File: src/ces_pkg.sv
package ces_pkg;

   // Event numbers
   localparam logic [7:0] EVT_ALL_REQ    = 8'h24;
   localparam logic [7:0] EVT_DATA_REQ   = 8'h26;
   localparam logic [7:0] EVT_WRITE_REQ  = 8'h27;

   // Unit mask field positions: low nibble = first class, high nibble = second class
   localparam int         UM_I_BIT       = 0;
   localparam int         UM_S_BIT       = 1;
   localparam int         UM_E_BIT       = 2;
   localparam int         UM_M_BIT       = 3;
   localparam int         UM_HI_OFS      = 4;
   localparam logic [7:0] UM_ALL         = 8'hFF;

   // Line coherence state encoding
   typedef enum logic [1:0] {
      CES_LINE_I = 2'h0,
      CES_LINE_S = 2'h1,
      CES_LINE_E = 2'h2,
      CES_LINE_M = 2'h3
   } ces_line_t;

   // Request class encoding
   typedef enum logic [2:0] {
      CES_REQ_DEMAND_LOAD = 3'h0,
      CES_REQ_L1_PREFETCH = 3'h1,
      CES_REQ_PREFETCH    = 3'h2,
      CES_REQ_STORE_RFO   = 3'h3,
      CES_REQ_LOCK_RFO    = 3'h4,
      CES_REQ_PREF_RFO    = 3'h5,
      CES_REQ_IFETCH      = 3'h6,
      CES_REQ_OTHER       = 3'h7
   } ces_req_t;

   localparam logic [47:0] CNT_RESET     = 48'h0000_0000_0000;

endpackage

File: src/ces_event_selector.sv
// Summary of operation
// - Event 24h mask FFh counts every L2 request, code and data.
// - Event 26h bits 01h..08h select demand loads in I, S, E, M.
// - L1 demand misses and L1 prefetches both count as demand loads.
// - Event 26h mask 0Fh counts every demand data request.
// - Event 26h bits 10h..80h select prefetch loads in I, S, E, M.
// - Prefetch RFO to shared line is a miss; prefetch read is a hit.
// - Event 26h mask F0h counts every prefetch request.
// - Event 26h mask FFh counts every data request.
// - Event 27h bits 01h..08h select store RFOs in I, S, E, M.
// - Event 27h mask 0Eh counts store RFO hits in S, E or M.
// - Event 27h mask 0Fh counts every store RFO.
// - Store RFO events count demand requests only.
// - Event 27h bits 10h..80h select locked RFOs in I, S, E, M.
`timescale 1ns/1ns
module ces_event_selector #(
   parameter int LANES     = 2,
   parameter int CNT_WIDTH = 48
) (
   // Clock and reset
   input  wire logic                   ref_clk_i,
   input  wire logic                   rst_i,
   // Counter configuration
   input  wire logic [7:0]             event_sel_i,
   input  wire logic [7:0]             unit_mask_i,
   input  wire logic                   count_en_i,
   // Request pipeline, one lane per request per cycle
   input  wire logic [LANES-1:0]       req_valid_i,
   input  wire ces_pkg::ces_req_t      req_type_i [LANES],
   input  wire ces_pkg::ces_line_t     req_state_i [LANES],
   // Counter result
   output logic [CNT_WIDTH-1:0]        count_o,
   output logic [$clog2(LANES+1)-1:0]  hits_o
);

   localparam int HW = $clog2(LANES + 1);

   // Counter may not be narrower than one cycle's hits, nor wider than its reset constant
   if (LANES < 1 || CNT_WIDTH < HW || CNT_WIDTH > $bits(ces_pkg::CNT_RESET))
   begin : g_param_check
      $error("ces_event_selector: unsupported parameters");
   end

   ////////////////////////////////////////////////////////////////////////////
   // Qualification

   logic [LANES-1:0] match;

   function automatic logic lane_match(input logic [7:0] ev, input logic [7:0] um,
                                       input ces_pkg::ces_req_t t, input ces_pkg::ces_line_t s);
      logic [3:0] st;
      logic       lo_cls;
      logic       hi_cls;
      logic       res;
      st     = 4'h0;
      lo_cls = 1'b0;
      hi_cls = 1'b0;
      res    = 1'b0;
      st[s]  = 1'b1;
      case (ev)
         ces_pkg::EVT_ALL_REQ:
         begin
            res = (um == ces_pkg::UM_ALL) && (t != ces_pkg::CES_REQ_OTHER);
         end
         ces_pkg::EVT_DATA_REQ:
         begin
            lo_cls = (t == ces_pkg::CES_REQ_DEMAND_LOAD) || (t == ces_pkg::CES_REQ_L1_PREFETCH);
            hi_cls = (t == ces_pkg::CES_REQ_PREFETCH) || (t == ces_pkg::CES_REQ_PREF_RFO);
            // Prefetch RFO cannot own a shared line, so it is seen as a miss
            if (t == ces_pkg::CES_REQ_PREF_RFO && s == ces_pkg::CES_LINE_S)
            begin
               st = 4'h1;
            end
            res = (lo_cls && |(um[3:0] & st))
               || (hi_cls && |(um[7:ces_pkg::UM_HI_OFS] & st));
         end
         ces_pkg::EVT_WRITE_REQ:
         begin
            lo_cls = (t == ces_pkg::CES_REQ_STORE_RFO);
            hi_cls = (t == ces_pkg::CES_REQ_LOCK_RFO);
            res = (lo_cls && |(um[3:0] & st))
               || (hi_cls && |(um[7:ces_pkg::UM_HI_OFS] & st));
         end
         default:
         begin
            res = 1'b0;
         end
      endcase
      return res;
   endfunction

   always_comb
   begin
      for (int i = 0; i < LANES; i++)
      begin
         match[i] = req_valid_i[i] && lane_match(event_sel_i, unit_mask_i, req_type_i[i], req_state_i[i]);
      end
   end

   ////////////////////////////////////////////////////////////////////////////
   // Counter

   logic [HW-1:0]        hits_d;
   logic [HW-1:0]        hits_q;
   logic [CNT_WIDTH-1:0] count_d;
   logic [CNT_WIDTH-1:0] count_q;

   always_comb
   begin
      hits_d = '0;
      for (int i = 0; i < LANES; i++)
      begin
         hits_d = hits_d + HW'(match[i]);
      end
      // Disabled counter holds; wraps silently since overflow is handled elsewhere
      count_d = count_q + (count_en_i ? CNT_WIDTH'(hits_d) : '0);
   end

   always_ff @(posedge ref_clk_i)
   begin
      if (rst_i)
      begin
         count_q <= ces_pkg::CNT_RESET[CNT_WIDTH-1:0];
         hits_q  <= '0;
      end
      else
      begin
         count_q <= count_d;
         hits_q  <= hits_d;
      end
   end

   assign count_o = count_q;
   assign hits_o  = hits_q;

   ////////////////////////////////////////////////////////////////////////////
   // Assertions

   // The reset edge itself clears the count, so a cycle sampled in reset starts no check
   property p_count_step;
      @(posedge ref_clk_i) disable iff (rst_i)
      (!rst_i && count_en_i) |=> count_q == $past(count_q) + CNT_WIDTH'(hits_q);
   endproperty
   a_count_step: assert property (p_count_step) else $error("count step wrong");

   property p_count_hold;
      @(posedge ref_clk_i) disable iff (rst_i)
      (!rst_i && (!count_en_i || hits_d == '0)) |=> $stable(count_q);
   endproperty
   a_count_hold: assert property (p_count_hold) else $error("count moved");

   property p_all_req;
      @(posedge ref_clk_i) disable iff (rst_i)
      (event_sel_i == 8'h24 && unit_mask_i == 8'hFF && req_valid_i[0]
       && req_type_i[0] != ces_pkg::CES_REQ_OTHER) |-> match[0];
   endproperty
   a_all_req: assert property (p_all_req) else $error("all request miss");

   property p_demand_any;
      @(posedge ref_clk_i) disable iff (rst_i)
      (event_sel_i == 8'h26 && unit_mask_i[3:0] == 4'hF && req_valid_i[0]
       && (req_type_i[0] == ces_pkg::CES_REQ_DEMAND_LOAD || req_type_i[0] == ces_pkg::CES_REQ_L1_PREFETCH))
      |-> match[0];
   endproperty
   a_demand_any: assert property (p_demand_any) else $error("demand load lost");

   property p_demand_state;
      @(posedge ref_clk_i) disable iff (rst_i)
      (event_sel_i == 8'h26 && unit_mask_i == 8'h01 && req_valid_i[0]
       && req_type_i[0] == ces_pkg::CES_REQ_DEMAND_LOAD)
      |-> match[0] == (req_state_i[0] == ces_pkg::CES_LINE_I);
   endproperty
   a_demand_state: assert property (p_demand_state) else $error("demand state wrong");

   property p_pref_rfo_shared;
      @(posedge ref_clk_i) disable iff (rst_i)
      (event_sel_i == 8'h26 && unit_mask_i == 8'h20 && req_valid_i[0]
       && req_type_i[0] == ces_pkg::CES_REQ_PREF_RFO) |-> !match[0];
   endproperty
   a_pref_rfo_shared: assert property (p_pref_rfo_shared) else $error("prefetch rfo hit shared");

   property p_rfo_hit;
      @(posedge ref_clk_i) disable iff (rst_i)
      (event_sel_i == 8'h27 && unit_mask_i == 8'h0E && req_valid_i[0]
       && req_type_i[0] == ces_pkg::CES_REQ_STORE_RFO)
      |-> match[0] == (req_state_i[0] != ces_pkg::CES_LINE_I);
   endproperty
   a_rfo_hit: assert property (p_rfo_hit) else $error("rfo hit wrong");

   property p_lock_only;
      @(posedge ref_clk_i) disable iff (rst_i)
      (event_sel_i == 8'h27 && unit_mask_i == 8'hF0 && req_valid_i[0])
      |-> match[0] == (req_type_i[0] == ces_pkg::CES_REQ_LOCK_RFO);
   endproperty
   a_lock_only: assert property (p_lock_only) else $error("lock class wrong");

   property p_rfo_demand_only;
      @(posedge ref_clk_i) disable iff (rst_i)
      (event_sel_i == 8'h27 && unit_mask_i == 8'h0F && req_valid_i[0]
       && req_type_i[0] == ces_pkg::CES_REQ_PREF_RFO) |-> !match[0];
   endproperty
   a_rfo_demand_only: assert property (p_rfo_demand_only) else $error("prefetch rfo counted");

   property p_pref_state;
      @(posedge ref_clk_i) disable iff (rst_i)
      (event_sel_i == ces_pkg::EVT_DATA_REQ && unit_mask_i == 8'h40 && req_valid_i[0]
       && req_type_i[0] == ces_pkg::CES_REQ_PREFETCH)
      |-> match[0] == (req_state_i[0] == ces_pkg::CES_LINE_E);
   endproperty
   a_pref_state: assert property (p_pref_state) else $error("prefetch state wrong");

   property p_rfo_state;
      @(posedge ref_clk_i) disable iff (rst_i)
      (event_sel_i == ces_pkg::EVT_WRITE_REQ && unit_mask_i == 8'h08 && req_valid_i[0]
       && req_type_i[0] == ces_pkg::CES_REQ_STORE_RFO)
      |-> match[0] == (req_state_i[0] == ces_pkg::CES_LINE_M);
   endproperty
   a_rfo_state: assert property (p_rfo_state) else $error("rfo state wrong");

   property p_data_any;
      @(posedge ref_clk_i) disable iff (rst_i)
      (event_sel_i == ces_pkg::EVT_DATA_REQ && unit_mask_i == ces_pkg::UM_ALL && req_valid_i[0])
      |-> match[0] == (req_type_i[0] inside {ces_pkg::CES_REQ_DEMAND_LOAD, ces_pkg::CES_REQ_L1_PREFETCH,
                                              ces_pkg::CES_REQ_PREFETCH, ces_pkg::CES_REQ_PREF_RFO});
   endproperty
   a_data_any: assert property (p_data_any) else $error("data request class wrong");

   property p_rfo_any;
      @(posedge ref_clk_i) disable iff (rst_i)
      (event_sel_i == ces_pkg::EVT_WRITE_REQ && unit_mask_i == 8'h0F && req_valid_i[0])
      |-> match[0] == (req_type_i[0] == ces_pkg::CES_REQ_STORE_RFO);
   endproperty
   a_rfo_any: assert property (p_rfo_any) else $error("store rfo class wrong");

   c_all_req:  cover property (@(posedge ref_clk_i) disable iff (rst_i)
                  event_sel_i == 8'h24 && hits_d != '0);
   c_data_any: cover property (@(posedge ref_clk_i) disable iff (rst_i)
                  event_sel_i == 8'h26 && unit_mask_i == 8'hFF && hits_d == HW'(LANES));
   c_lock:     cover property (@(posedge ref_clk_i) disable iff (rst_i)
                  event_sel_i == 8'h27 && unit_mask_i[7:4] != 4'h0 && hits_d != '0);

endmodule

File: config.mk
export PLATFORM = sky130hd
export DESIGN_NAME = ces_event_selector
export DESIGN_NICKNAME = d
export VERILOG_FILES = /design/src/ces_pkg.sv /design/src/ces_event_selector.sv
export SDC_FILE = /design/constraint.sdc
export NUM_CORES = 1
export LEC_CHECK = 0
export BUFFER_PORTS_ARGS = -buffer_cell sky130_fd_sc_hd__buf_4
export CAP_MARGIN = 15
export CORE_UTILIZATION = 29
export CTS_CLUSTER_DIAMETER = 150
export DETAILED_ROUTE_END_ITERATION = 10
export GPL_ROUTABILITY_DRIVEN = 0
export SLEW_MARGIN = 40
export SYNTH_ARGS = -nofsm -noshare
export SYNTH_HDL_FRONTEND = slang
export SYNTH_SLANG_ARGS = --single-unit
File: constraint.sdc
create_clock -name ref_clk_i -period 4.6 [get_ports ref_clk_i]
set_clock_uncertainty 0.2 [all_clocks]
set_input_delay 0.46 -clock ref_clk_i [delete_from_list [all_inputs] [get_ports ref_clk_i]]
set_output_delay 0.46 -clock ref_clk_i [all_outputs]
set_load 0.03 [all_outputs]
==> qor.yml <==
status: "finished clean"
crit_path_end_kind: "register"
tns_ns: 0
portBuffers: 80
cts.clk_slew.worst_paths_ns: 0.09
worst_r2r_path_depth: 8
rows: 34
grt_pass1_wl_um: 11100
cp.required_ns: 4.64
ys_async_sr_fraction_pct: 0
die_y_um: 97.5
worstHoldPathType: "reg -> reg"
synth_ff_type: "dfxtp_1"
hold_buffers: 0
cp_num_buf_inv: 2
yosysWarnings: 0
clock_latency_ns: 0.30
synth_cells: 314
rsz0062_at_grt: "no"
drt_iter0_markers: 80
synth_edf_count: 0
cap_violations: 0
root_buffer: "clkbuf_8"
tritoncts: "built"
dieArea_sq_um: 9500
peakVddDrop_v: 0.000101
areaGrowthSynthToFinish_pct: 29.7
p_leak_nw: 1.35
start_util_pct: 30.2
drt.antenna.violating_nets: 0
layout_commonest_cell: "buf_4"
synth.area.top_cells: "dfxtp_1 (38%), xor2_1 (7.0%), nor2_1 (5.3%), nand4_1 (4.5%), or3_1 (4.5%)"
diodes: 0
final_cell_mix: "buf_4 (83), dfxtp_1 (50), nor2_1 (37)"
dieWidth_um: 97.5
cts_max_path_buffers: 2
pre_cts_ws_ns: 0.370
min_to: "count_o[47]$_SDFF_PP0_"
power.density_nw_per_um2: 214
synth_top_area_share_pct: 37.9
synth_top_area_cell: "dfxtp_1"
antenna_found_initial: 0
drt-vias-per-instance: 5.10
start_kind: "input pin"
numClockSinks: 50
hold_viol_final: 0
fmaxAchievable_mhz: 255
cp_max_fo: 19
worstMarginPinSlew_ns: 0.531
slew_viol_final: 0
reg2reg_to: "count_o[40]$_SDFF_PP0_"
power_uw: 734
dp_hpwl_um: 4910
coreArea_sq_um: 8760
crit_type: "in -> reg"
fin_crit_sh_pct: 85.2
syn-cell-area_sq_um: 2640
layout_min_cycle_time_ns: 3.92
drt_wl_total_um: 6590
final_nets: 426
slowest_stage: "or4_1"
syn_avg_cell_area_sq_um: 8.42
synth.distinct_cells: 48
dr.pass1.iters: 4
crit_family: "simple AND/OR/NAND/NOR gates"
cts_buffers: 5
rr_startpoint: "count_o[0]$_SDFF_PP0_"
wire_per_inst_um: 13.2
setup_viol_count_final: 0
drcViolationCount: 0
vias: 2545
ioPinCount: 81
post_cts_buffers: 0
htreeDepth: 2
cpMostUsedCell: "ha_1"
cp.arrival_ns: 3.96
overflow: 0
ys_ff_latch: 50
relSlewSlack_pct: 64.6
path_cells: "buf_4 > mux2_2 > o21bai_1 > o32ai_1 > a41o_1 > a32o_1 > ha_1 > and2_1 > ha_1 > inv_1 > fa_1 > nand2b_1 > nor2_1 > nand3_2 > or4_1 > a21oi_1"
hold_depth: 2
grt.total_usage_pct: 14.0
grt_max_degree: 51
ctsResizeCount: 0
grt_pass1_vias: 2356
fin_ws_ns: 0.679
slowest_delay_ns: 0.47
syn_nets: 349
r2r_slack_ns: 2.06
drive_above_1_share_pct: 25.8
ys_seq_area_share_pct: 37.9
holdCritStartpoint: "count_o[47]$_SDFF_PP0_"
synthesized netlist by cell type, types with 5 or more instances:
master    instances
xnor2_1           5
nand2b_1          5
a21oi_1          20
o21ai_0          20
xor2_1           21
clkbuf_1         10
nand2_1          22
dfxtp_1          50
mux2i_1           5
inv_1            10
or3_1            19
and4_1            6
nand4_1          19
nand3_1          15
nor2_1           37
flip-flops by register name, indices dropped and copies added (netlist names):
signal and cells:
count_o 48, hits_o 2
metrics by stage:
step	std cells	area, sq um	hold slack [ns]	utilization [%]
5_1_grt	499	3430	0.339	39.1
4_1_cts	499	3430	0.308	39.1
3_3_place_gp	492	3350	0.275	38.2
6_report	499	3430	0.301	39.1
2_1_floorplan	314	2640	0.410	-
3_5_place_dp	492	3350	0.291	38.2
worst register-to-register path, delay by kind of cell, from the launching register on:
family                     cells  cell delay, ns
AOI/OAI and AO/OA              1            0.14
DFF                            1            0.34
adders and majority gates      2            0.62
buffers and inverters          1            0.06
and+or+nand+nor                4            1.11
metal layers:
layer  track usage (%)  part of all wire [%]  vias to the layer above  wire length [um]
li1                  -                     -                     1288                 -
met4              4.07                   1.2                        0                81
met3              2.88                   4.1                        9               269
met2              23.4                    47                       48              3110
met5                 0                     0                        -                 0
met1              18.3                    48                     1200              3130
report_power, final:
part,internal [mW],total [mW],leakage (nW),switching [mW]
Sequential,0.432,0.432,0.402,0.00000847
Combinational,0.0296,0.0566,0.906,0.0270
Clock,0.102,0.245,0.0438,0.143
kinds of logic (layout without fill, tap and decap cells):
kind of cell,count (synthesis),in the layout,share of synthesized area [%]
compound gates,54,54,12.0
xor+xnor,26,26,8.62
flops,50,50,37.9
fa+ha+maj,4,4,2.18
buf+inv,23,100,3.41
simple gates,146,146,30.6
mux,11,11,5.30
worst max path at each step:
| stage | from | to | cells past startpoint |
|---|---|---|---|
| after floorplan | req_state_i[2] | count_o[40]$_SDFF_PP0_ | 17 |
| after global placement | req_state_i[2] | count_o[40]$_SDFF_PP0_ | 16 |
| after detailed placement | req_state_i[2] | count_o[40]$_SDFF_PP0_ | 16 |
| after CTS | req_state_i[2] | count_o[40]$_SDFF_PP0_ | 16 |
| after global routing | req_state_i[2] | count_o[40]$_SDFF_PP0_ | 16 |
| final | req_state_i[2] | count_o[40]$_SDFF_PP0_ | 16 |
final cells by class:
type / count / area, sq um
sequential: 50 / 1000
timing repair buffer: 83 / 623
fill: 928 / 5340
clock buffer: 5 / 68.8
multi-input combinational: 241 / 1550
clock inverter: 2 / 10.0
inverter: 10 / 37.5
tap: 108 / 135
(Power assumes the default switching activity.)
